<file path="src/pgnco_map.svh">
`ifndef PGNCO_MAP_SVH
`define PGNCO_MAP_SVH

`define PGNCO_OFS_THR_LOW       8'h29
`define PGNCO_OFS_THR_HIGH      8'h2A
`define PGNCO_OFS_GUARD_CTRL    8'h2B
`define PGNCO_OFS_PWR_LOW       8'h2C
`define PGNCO_OFS_PWR_HIGH      8'h2D
`define PGNCO_OFS_OSC_CTRL      8'h30
`define PGNCO_OFS_TUNE0         8'h31
`define PGNCO_OFS_TUNE1         8'h32
`define PGNCO_OFS_TUNE2         8'h33
`define PGNCO_OFS_TUNE3         8'h34

`define PGNCO_RST_BYTE          8'h00
`define PGNCO_RST_TUNE3         8'h10

`define PGNCO_BIT_PROT_EN       7
`define PGNCO_BIT_EXCHANGE      6
`define PGNCO_WIN_MSB           3
`define PGNCO_HIGH5_MSB         4
`define PGNCO_BIT_HOST_ASK      0
`define PGNCO_BIT_HOST_DONE     1
`define PGNCO_BIT_PHASE_ASK     4
`define PGNCO_BIT_PHASE_DONE    5
`define PGNCO_BIT_FRAME_STAT    6

`define PGNCO_WIN_BASE_LOG2     5'h09
`define PGNCO_WIN_MAX_CODE      4'hA
`define PGNCO_PWR_LSB           19
`endif

</file>
<file path="src/pgnco_pkg.sv">
package pgnco_pkg;
    typedef struct packed {
        logic signed [15:0] i;
        logic signed [15:0] q;
    } pgnco_iq_type;

    typedef struct packed {
        logic       wr;
        logic       rd;
        logic [7:0] addr;
        logic [7:0] wdata;
    } pgnco_reg_req_type;

    typedef enum logic [2:0] {
        PGNCO_HS_IDLE = 3'b001,
        PGNCO_HS_ACT  = 3'b010,
        PGNCO_HS_HOLD = 3'b100
    } pgnco_hs_state_type;
endpackage

</file>
<file path="src/pgnco_handshake.sv">
`include "pgnco_map.svh"
module pgnco_handshake
    import pgnco_pkg::*;
(
    input  wire logic clk,
    input  wire logic arst_n,
    input  wire logic ask,
    output logic      fire_ff,
    output logic      done_ff
);
    pgnco_hs_state_type state_ff;
    pgnco_hs_state_type nxt_state;

    // Four-phase sequence: act once, raise done, wait for the ask to drop, drop done.
    always_comb begin
        nxt_state = state_ff;
        case (state_ff)
            PGNCO_HS_IDLE: if (ask) nxt_state = PGNCO_HS_ACT;
            PGNCO_HS_ACT:  nxt_state = PGNCO_HS_HOLD;
            PGNCO_HS_HOLD: if (!ask) nxt_state = PGNCO_HS_IDLE;
            default:       nxt_state = PGNCO_HS_IDLE;
        endcase
    end

    always_ff @(posedge clk or negedge arst_n) begin
        if (!arst_n) begin
            state_ff <= PGNCO_HS_IDLE;
            fire_ff  <= 1'b0;
            done_ff  <= 1'b0;
        end else begin
            state_ff <= nxt_state;
            fire_ff  <= (nxt_state == PGNCO_HS_ACT);
            done_ff  <= (nxt_state == PGNCO_HS_HOLD);
        end
    end
endmodule // pgnco_handshake

</file>
<file path="src/pgnco_power_avg.sv">
`include "pgnco_map.svh"
module pgnco_power_avg
    import pgnco_pkg::*;
(
    input  wire logic         clk,
    input  wire logic         arst_n,
    input  wire logic         smp_valid,
    input  pgnco_iq_type      smp,
    input  wire logic         exchange,
    input  wire logic [3:0]   win_code,
    output logic [12:0]       avg_ff,
    output logic              win_end_ff
);
    logic [50:0] acc_ff;
    logic [19:0] cnt_ff;

    function automatic logic [30:0] square(input logic signed [15:0] v);
        logic signed [31:0] p;
        p = v * v;
        return p[30:0];
    endfunction

    // Codes above the last valid one are clamped so the window stays finite.
    wire logic [3:0]  code_eff = (win_code > `PGNCO_WIN_MAX_CODE) ? `PGNCO_WIN_MAX_CODE : win_code;
    wire logic [4:0]  shift    = `PGNCO_WIN_BASE_LOG2 + {1'b0, code_eff};
    wire logic [19:0] last_idx = 20'((21'h000001 << shift) - 21'h000001);
    wire logic signed [15:0] a_smp = exchange ? smp.q : smp.i;
    wire logic signed [15:0] b_smp = exchange ? smp.i : smp.q;
    wire logic [31:0] pwr      = {1'b0, square(a_smp)} + {1'b0, square(b_smp)};
    wire logic [50:0] acc_sum  = acc_ff + {19'h00000, pwr};
    wire logic        at_end   = smp_valid && (cnt_ff >= last_idx);
    wire logic [50:0] avg_full = acc_sum >> shift;

    always_ff @(posedge clk or negedge arst_n) begin
        if (!arst_n) begin
            acc_ff     <= 51'h0;
            cnt_ff     <= 20'h00000;
            avg_ff     <= 13'h0000;
            win_end_ff <= 1'b0;
        end else begin
            win_end_ff <= at_end;
            if (at_end) begin
                acc_ff <= 51'h0;
                cnt_ff <= 20'h00000;
                avg_ff <= avg_full[31:`PGNCO_PWR_LSB];
            end else if (smp_valid) begin
                acc_ff <= acc_sum;
                cnt_ff <= cnt_ff + 20'h00001;
            end
        end
    end
endmodule // pgnco_power_avg

</file>
<file path="src/pgnco_regs.sv">
`include "pgnco_map.svh"
module pgnco_regs
    import pgnco_pkg::*;
(
    input  wire logic          clk,
    input  wire logic          arst_n,
    input  pgnco_reg_req_type  reg_req,
    output logic [7:0]         reg_rdata_ff,
    output logic               reg_rvalid_ff,
    input  wire logic          smp_valid,
    input  pgnco_iq_type       smp,
    input  wire logic          frame_retune,
    output logic               protect_trip_ff,
    output logic signed [31:0] tuning_word_ff,
    output logic               phase_clear_ff
);
    logic [7:0]  thr_low_ff;
    logic [7:0]  thr_high_ff;
    logic [7:0]  guard_ctrl_ff;
    logic        host_retune_ask_ff;
    logic        phase_clear_ask_ff;
    logic        frame_retune_status_ff;
    logic [7:0]  tune_ff [4];
    logic [12:0] power_avg;
    logic        win_end;
    logic        host_fire;
    logic        host_retune_done;
    logic        phase_fire;
    logic        phase_clear_done;

    wire logic sel_thr_low  = (reg_req.addr == `PGNCO_OFS_THR_LOW);
    wire logic sel_thr_high = (reg_req.addr == `PGNCO_OFS_THR_HIGH);
    wire logic sel_guard    = (reg_req.addr == `PGNCO_OFS_GUARD_CTRL);
    wire logic sel_pwr_low  = (reg_req.addr == `PGNCO_OFS_PWR_LOW);
    wire logic sel_pwr_high = (reg_req.addr == `PGNCO_OFS_PWR_HIGH);
    wire logic sel_osc      = (reg_req.addr == `PGNCO_OFS_OSC_CTRL);
    wire logic sel_tune     = (reg_req.addr >= `PGNCO_OFS_TUNE0) && (reg_req.addr <= `PGNCO_OFS_TUNE3);
    wire logic [1:0] tune_idx = 2'(reg_req.addr - `PGNCO_OFS_TUNE0);

    wire logic        wr_osc     = reg_req.wr && sel_osc;
    wire logic [12:0] threshold  = {thr_high_ff[`PGNCO_HIGH5_MSB:0], thr_low_ff};
    wire logic        prot_on    = guard_ctrl_ff[`PGNCO_BIT_PROT_EN];
    wire logic        over       = (power_avg >= threshold);
    wire logic [31:0] shadow_word = {tune_ff[3], tune_ff[2], tune_ff[1], tune_ff[0]};
    wire logic        apply_word = host_fire || frame_retune;

    wire logic [7:0] osc_view = {1'b0,
                                 frame_retune_status_ff,
                                 phase_clear_done,
                                 phase_clear_ask_ff,
                                 2'b00,
                                 host_retune_done,
                                 host_retune_ask_ff};

    logic [7:0] rd_mux;
    always_comb begin
        if (sel_thr_low) begin
            rd_mux = thr_low_ff;
        end else if (sel_thr_high) begin
            rd_mux = {3'b000, thr_high_ff[`PGNCO_HIGH5_MSB:0]};
        end else if (sel_guard) begin
            rd_mux = {guard_ctrl_ff[7:6], 2'b00, guard_ctrl_ff[`PGNCO_WIN_MSB:0]};
        end else if (sel_pwr_low) begin
            rd_mux = power_avg[7:0];
        end else if (sel_pwr_high) begin
            rd_mux = {3'b000, power_avg[12:8]};
        end else if (sel_osc) begin
            rd_mux = osc_view;
        end else if (sel_tune) begin
            rd_mux = tune_ff[tune_idx];
        end else begin
            rd_mux = 8'h00;
        end
    end

    pgnco_power_avg u_power_avg (
        .clk        (clk),
        .arst_n     (arst_n),
        .smp_valid  (smp_valid),
        .smp        (smp),
        .exchange   (guard_ctrl_ff[`PGNCO_BIT_EXCHANGE]),
        .win_code   (guard_ctrl_ff[`PGNCO_WIN_MSB:0]),
        .avg_ff     (power_avg),
        .win_end_ff (win_end)
    );

    pgnco_handshake u_host_retune (
        .clk     (clk),
        .arst_n  (arst_n),
        .ask     (host_retune_ask_ff),
        .fire_ff (host_fire),
        .done_ff (host_retune_done)
    );

    pgnco_handshake u_phase_clear (
        .clk     (clk),
        .arst_n  (arst_n),
        .ask     (phase_clear_ask_ff),
        .fire_ff (phase_fire),
        .done_ff (phase_clear_done)
    );

    always_ff @(posedge clk or negedge arst_n) begin
        if (!arst_n) begin
            thr_low_ff    <= `PGNCO_RST_BYTE;
            thr_high_ff   <= `PGNCO_RST_BYTE;
            guard_ctrl_ff <= `PGNCO_RST_BYTE;
        end else if (reg_req.wr) begin
            if (sel_thr_low) begin
                thr_low_ff <= reg_req.wdata;
            end else if (sel_thr_high) begin
                thr_high_ff <= reg_req.wdata;
            end else if (sel_guard) begin
                guard_ctrl_ff <= reg_req.wdata;
            end
        end
    end

    always_ff @(posedge clk or negedge arst_n) begin
        if (!arst_n) begin
            host_retune_ask_ff <= 1'b0;
            phase_clear_ask_ff <= 1'b0;
        end else if (wr_osc) begin
            host_retune_ask_ff <= reg_req.wdata[`PGNCO_BIT_HOST_ASK];
            phase_clear_ask_ff <= reg_req.wdata[`PGNCO_BIT_PHASE_ASK];
        end
    end

    // A frame update in the same cycle as a control write keeps the status set.
    always_ff @(posedge clk or negedge arst_n) begin
        if (!arst_n) begin
            frame_retune_status_ff <= 1'b0;
        end else if (frame_retune) begin
            frame_retune_status_ff <= 1'b1;
        end else if (wr_osc) begin
            frame_retune_status_ff <= 1'b0;
        end
    end

    // Byte writes land only in the shadow copy; the active word moves on an update alone.
    always_ff @(posedge clk or negedge arst_n) begin
        if (!arst_n) begin
            tune_ff[0] <= `PGNCO_RST_BYTE;
            tune_ff[1] <= `PGNCO_RST_BYTE;
            tune_ff[2] <= `PGNCO_RST_BYTE;
            tune_ff[3] <= `PGNCO_RST_TUNE3;
        end else if (reg_req.wr && sel_tune) begin
            tune_ff[tune_idx] <= reg_req.wdata;
        end
    end

    always_ff @(posedge clk or negedge arst_n) begin
        if (!arst_n) begin
            tuning_word_ff <= 32'sh00000000;
        end else if (apply_word) begin
            tuning_word_ff <= signed'(shadow_word);
        end
    end

    always_ff @(posedge clk or negedge arst_n) begin
        if (!arst_n) begin
            phase_clear_ff <= 1'b0;
        end else begin
            phase_clear_ff <= phase_fire;
        end
    end

    // The trip follows the latest window; turning protection off clears it at once.
    always_ff @(posedge clk or negedge arst_n) begin
        if (!arst_n) begin
            protect_trip_ff <= 1'b0;
        end else if (!prot_on) begin
            protect_trip_ff <= 1'b0;
        end else if (win_end) begin
            protect_trip_ff <= over;
        end
    end

    always_ff @(posedge clk or negedge arst_n) begin
        if (!arst_n) begin
            reg_rdata_ff  <= 8'h00;
            reg_rvalid_ff <= 1'b0;
        end else begin
            reg_rvalid_ff <= reg_req.rd;
            reg_rdata_ff  <= reg_req.rd ? rd_mux : 8'h00;
        end
    end
endmodule // pgnco_regs

</file>
<file path="config.mk">
export PLATFORM = sky130hd
export DESIGN_NAME = pgnco_regs
export DESIGN_NICKNAME = d
export VERILOG_FILES = /design/src/pgnco_pkg.sv /design/src/pgnco_handshake.sv /design/src/pgnco_power_avg.sv /design/src/pgnco_regs.sv
export VERILOG_INCLUDE_DIRS = /design/src
export SDC_FILE = /design/constraint.sdc
export NUM_CORES = 2
export LEC_CHECK = 0
export BUFFER_PORTS_ARGS = -buffer_cell sky130_fd_sc_hd__buf_4
export CAP_MARGIN = 0
export CORE_AREA = 2 2 288 290
export CTS_CLUSTER_SIZE = 40
export DETAILED_ROUTE_END_ITERATION = 10
export DIE_AREA = 0 0 290 292
export PLACE_DENSITY = 0.65
export SYNTH_ARGS = -nofsm -noshare
export SYNTH_HDL_FRONTEND = slang
export SYNTH_SLANG_ARGS = --single-unit
</file>
<file path="constraint.sdc">
create_clock -name clk -period 12.4 [get_ports clk]
set_input_delay 1.24 -clock clk [delete_from_list [all_inputs] [get_ports clk]]
set_output_delay 1.24 -clock clk [all_outputs]
set_load 0.05 [all_outputs]
</file>
* Yosys cells after proc, flatten, opt, wreduce, memory -nomap -nowiden
Cells that the tools add are included.
Word-level totals: flip-flop bits (word level) 194, output and inout bits 43, bits of input ports 54, logic and storage cells 104
Operators by class: $mul 2, equality and inequality tests 17, add/sub/neg operators 6, muxes and demuxes 31, shift operators 2, $lt $le $gt $ge 7, bitwise logic cells 3, reductions and logical operators 11
Operators with widths (count):
- two-way mux 51 bit | 2
- two-way mux 8 bit | 11
- multiplier 16 x 16 -> 31 bit | 2
- adder 51 x 32 -> 51 bit | 1
- >> shifter 51 x 5 -> 32 bit | 1
- equality test 8 x 6 -> 1 bit (second input constant) | 6
- two-way mux 20 bit | 2
- adder 31 x 31 -> 32 bit | 1
- bitwise mux 32 bit | 1
- two-way mux 16 bit | 2
- adder 20 x 1 -> 20 bit (second input constant) | 1
- greater-or-equal comparator 20 bit | 1
- << shifter 1 x 5 -> 20 bit (first input constant) | 1
- subtractor 20 x 1 -> 20 bit (second input constant) | 1
- case mux 3 bit (3 select lines) | 2
- binary-select mux 8 bit (select 2 bit) | 1
- demux 8 bit (select 2 bit) | 1
- greater-or-equal comparator 13 bit | 1
- equality test 3 x 2 -> 1 bit (second input constant) | 4
- equality test 3 bit (second input constant) | 4
- two-way mux 3 bit | 4
- greater-or-equal comparator 8 x 6 -> 1 bit (second input constant) | 1
- less-or-equal comparator 8 x 6 -> 1 bit (second input constant) | 1
- equality test 3 x 1 -> 1 bit (second input constant) | 2
- other kinds (16) | 25

* Depth between registers and ports, before layout
word-level depth 13, depth in mapped cells 43, mapped depth without buffers 39

* By module
Synthesis repeated with hierarchy kept, for this count alone.
Second synthesis, totals: cell total of the unflattened synthesis 3323, area total of the unflattened synthesis 30585.6 um^2
Modules (own cells, without submodules):
- pgnco_power_avg | area an instance 25508.2 um^2, times used 1, cells an instance 2932, seq. area each 2127.0 um^2
- pgnco_regs | area an instance 4699.5 um^2, times used 1, cells an instance 367, seq. area each 2428.6 um^2
- pgnco_handshake | area an instance 188.9 um^2, times used 2, cells an instance 12, seq. area each 126.4 um^2

* Least setup slack after synthesis
Ideal clock, no wire load.
path kind input-to-reg, from input port smp[3] in the netlist's numbering, to register u_power_avg.avg_ff[11], arrival 10.691 ns, slack 1.583 ns, setup time 0.126 ns, stages 37, data required time 12.274 ns, buffers on the path 2, cell sequence mux2_2 > inv_1 > clkbuf_1 > nor2_1 > fa_1 > inv_1 > fa_1 > fa_1 > inv_1 > fa_1 > fa_1 > inv_1 > fa_1 > inv_1 > ha_1 > a21o_1 > a21o_1 > a21o_1 > o41ai_1 > o31ai_1 > a2111oi_0 > o21bai_1 > a21oi_1 > xnor2_1 > fa_1 > ha_1 > buf_4 > and2_1 > nand3_1 > or3_1 > o32ai_2 > inv_4 > a21oi_4 > mux2i_1 > and4_4 > a211o_1 > o32a_1
On the way: word-level cells in the longest chain between the ends 5, elaborated cells between the ends (all ways) 7, classes of those cells add/sub: 2; mul: 2; shift: 1; mux: 2
RTL lines:
- start, declared | line pgnco_regs.sv:11 | input pgnco_iq_type smp,
- two-way mux 16 bit, on equally long branches | line pgnco_power_avg.sv:27, pgnco_power_avg.sv:28
- multiplier 16 x 16 -> 31 bit | line pgnco_power_avg.sv:19 | p = v * v;
- adder 31 x 31 -> 32 bit (*) | line pgnco_power_avg.sv:29 | wire logic [31:0] pwr = {1'b0, square(a_smp)} + {1'b0, square(b_smp)};
- adder 51 x 32 -> 51 bit (*) | line pgnco_power_avg.sv:30 | wire logic [50:0] acc_sum = acc_ff + {19'h00000, pwr};
- >> shifter 51 x 5 -> 32 bit (*) | line pgnco_power_avg.sv:32 | wire logic [50:0] avg_full = acc_sum >> shift;
- end signal, assigned | line pgnco_power_avg.sv:45 | avg_ff <= avg_full[31:`PGNCO_PWR_LSB];
- end, declared | line pgnco_power_avg.sv:11 | output logic [12:0] avg_ff,
Every way passes the cells marked *; elsewhere a longest branch is shown, timed or not. A chain may end at the register's enable or synchronous reset.

* Worst setup path after layout
from register guard_ctrl_ff[6], to register u_power_avg.avg_ff[12]
On the way: word-level cells in the longest chain between the ends 5, elaborated cells between the ends (all ways) 7, classes of those cells add/sub: 2; mul: 2; shift: 1; mux: 2
RTL lines:
- start, declared | line pgnco_regs.sv:19 | logic [7:0] guard_ctrl_ff;
- start signal, assigned | line pgnco_regs.sv:107 | guard_ctrl_ff <= `PGNCO_RST_BYTE;
- start signal, assigned | line pgnco_regs.sv:114 | guard_ctrl_ff <= reg_req.wdata;
- two-way mux 16 bit, on equally long branches | line pgnco_power_avg.sv:27, pgnco_power_avg.sv:28
- multiplier 16 x 16 -> 31 bit | line pgnco_power_avg.sv:19
- adder 31 x 31 -> 32 bit (*) | line pgnco_power_avg.sv:29
- adder 51 x 32 -> 51 bit (*) | line pgnco_power_avg.sv:30
- >> shifter 51 x 5 -> 32 bit (*) | line pgnco_power_avg.sv:32
Marks and branches as above.

==> results.py <==
metrics = {
    "status": {
        "status": "finished clean",
    },
    "route": {
        "wire_per_inst_um": 17.6,
        "drtIter0Drc": 1638,
        "viasPerCell": 5.08,
        "ant_nets": 0,
        "drt-total-wl_um": 80000,
        "drtPass1Iterations": 6,
        "num_vias": 23121,
        "drc_errors": 0,
    },
    "worst_setup_path": {
        "crit_path_max_fanout": 19,
        "crit_arrival_ns": 11.98,
        "critPathMostFrequentCell": "fa_1",
        "cp_num_buf_inv": 7,
        "crit_cells": 37,
        "reg2reg_depth": 37,
        "crit_path_start_kind": "flop",
        "path_class": "flop to flop",
        "crit_path_end_kind": "flop",
        "cpMaxStageDelayCell": "mux2i_1",
        "critical_path_required_ns": 12.73,
        "critPathMaxStageDelay_ns": 0.86,
        "cp_top_family": "adder cells",
    },
    "place": {
        "port_buffers": 96,
        "gp_congestion": 0.943,
        "dpl.hpwl_um": 65800,
        "placed_area_mm2": 0.0331,
        "dpl_worst_slack_ns": 0.436,
    },
    "synthesis": {
        "synth_top_cell_area_share_pct": 31.4,
        "synth_cell_types": 97,
        "synth_edf_count": 0,
        "ys_seq_area_share_pct": 15.6,
        "synth-main-ff-cell": "dfrtp_1",
        "ys_ff_latch": 192,
        "syn_avg_cell_area_um2": 9.12,
        "synthTopCellsByArea": "fa_1 (31%), dfrtp_1 (15%), ha_1 (9.8%)",
        "syn_area_mm2": 0.0308,
        "syn_inst": 3370,
        "ys_async_sr_fraction_pct": 100,
        "synth_top_area_cell": "fa_1",
        "ys_warn_count": 0,
    },
    "timing": {
        "setup_tns_ns": 0,
        "relSlewSlack_pct": 25.3,
        "period_needed_ns": 11.65,
        "fmax_mhz": 85.8,
        "final-max-slew-violation-count": 0,
        "setup_slack_ns": 0.747,
        "finalHoldViolCount": 0,
        "worst_slew_pin_slew_ns": 1.12,
        "setup_viol": 0,
        "whs_ns": 0.366,
        "clock-skew-final_ns": 0.0132,
        "fin_crit_sh_pct": 94.0,
        "rsz0062_at_grt": "false",
    },
    "clock_tree": {
        "cts_tree": "yes",
        "clk_path_buf_depth": 2,
        "cts.repair.resized": 0,
        "hold_buffers": 0,
        "path_clk_slew_ns": 0.08,
        "cts.htree.levels": 4,
        "cts_made_buffers": 17,
        "clockRootBuffer": "clkbuf_16",
        "post_cts_buffers": 0,
        "cts_sinks": 192,
        "clock_latency_ns": 0.46,
    },
    "final_layout": {
        "diodes": 0,
        "final_cell_mix": "inv_1 (743), fa_1 (482), nand2_1 (295)",
        "layout_commonest_cell": "inv_1",
        "areaGrowthSynthToFinish_pct": 9.48,
        "num-nets-final": 4248,
        "final_cell_area_mm2": 0.0337,
        "drive_gt1_share_pct": 10.2,
    },
    "global_routing": {
        "first_global_vias": 24261,
        "track_usage_pct": 19.7,
        "grt_max_degree": 69,
        "antenna_found_initial": 1,
        "grt_pass1_wl_um": 133000,
        "grt-ovfl-total": 0,
    },
    "die": {
        "core_mm2": 0.0816,
        "rows": 105,
        "ios": 97,
        "chipHeight_um": 292,
        "die_w_um": 290,
        "die-area_mm2": 0.0847,
        "initial_core_util_pct": 37.7,
    },
    "run": {
        "cap_violations": 0,
    },
    "hold_path": {
        "hold_path_class": "flop to flop",
        "min_path_cells": 0,
    },
}
## path summary, 6_finish.rpt
kind	from	to	slack (ns)
min in group asynchronous	arst_n	tuning_word_ff[11]	0.74
min	u_phase_clear.fire_ff	phase_clear_ff	0.37
min reg2reg	u_phase_clear.fire_ff	phase_clear_ff	0.37
max	guard_ctrl_ff[6]	u_power_avg.avg_ff[12]	0.75
max in group asynchronous	arst_n	u_power_avg.acc_ff[31]	10.32
max reg2reg	guard_ctrl_ff[6]	u_power_avg.avg_ff[12]	0.75
## cell type report
| type | instances | area (um^2) |
|---|---|---|
| Fill cell | 8038 | 47900 |
| Clock inverter | 14 | 175 |
| Clock buffer | 18 | 439 |
| Inverter | 762 | 2860 |
| Multi-Input combinational cell | 2326 | 22700 |
| Sequential cell | 192 | 4810 |
| Timing Repair Buffer | 173 | 1310 |
| Tap cell | 1070 | 1340 |
## sequential cells by signal, indices dropped and copies added, names as in the netlist, 3 cells and up
register                count
u_power_avg.acc_ff         51
shadow_word                32
tuning_word_ff             32
u_power_avg.cnt_ff         20
u_power_avg.avg_ff         13
reg_rdata_ff                8
thr_low_ff                  8
guard_ctrl_ff               6
thr_high_ff                 5
u_host_retune.state_ff      3
u_phase_clear.state_ff      3
## synthesized netlist by cell type (all sizes together) (37+ instances only)
| master | number |
|---|---|
| clkbuf | 75 |
| inv | 748 |
| xor2 | 55 |
| fa | 482 |
| mux2 | 100 |
| o21ai | 112 |
| a21oi | 109 |
| ha | 240 |
| xnor2 | 87 |
| a21o | 54 |
| nor3 | 37 |
| dfrtp | 189 |
| nand3 | 61 |
| nor2 | 250 |
| nand2 | 295 |
## worst register-to-register path, delay by kind of cell (launching register included)
family | cells | cell delay [ns]
buffers and inverters | 7 | 1.01
AOI/OAI and AO/OA | 11 | 2.63
muxes | 1 | 0.89
adders and majority gates | 9 | 4.01
xor gates and xnor gates | 2 | 0.33
DFF | 1 | 0.76
and+or+nand+nor | 7 | 1.89
## metrics by stage
stage | util [%] | instances
finish | 41.3 | 4555
global route | 41.3 | 4555
CTS | 41.3 | 4555
detailed placement | 40.5 | 4523
global placement | 40.5 | 4523
floorplan | - | 3375
## routing by layer
metal  GRT usage [%]  part of all wire [%]  up-vias
met5               0                     0        -
met4            5.21                   2.5        0
met3            2.35                   4.9      109
met2            32.3                    47      631
met1            27.6                    45    11405
li1                -                     -    10976
## logic make-up (layout without fill, tap and decap cells)
kind of cell,Yosys count,in the layout,share of synthesized area (%)
buf+inv,857,967,10.5
simple gates,788,788,11.5
fa+ha+maj,722,722,41.1
compound gates,526,526,11.7
flops,192,192,15.6
xor+xnor,142,142,4.04
mux,141,141,5.40
other cells,2,7,0.0244
Power is left out: the tool's default activity adds up to more than one toggle a clock period on the data nets, which glitch-free logic cannot reach.
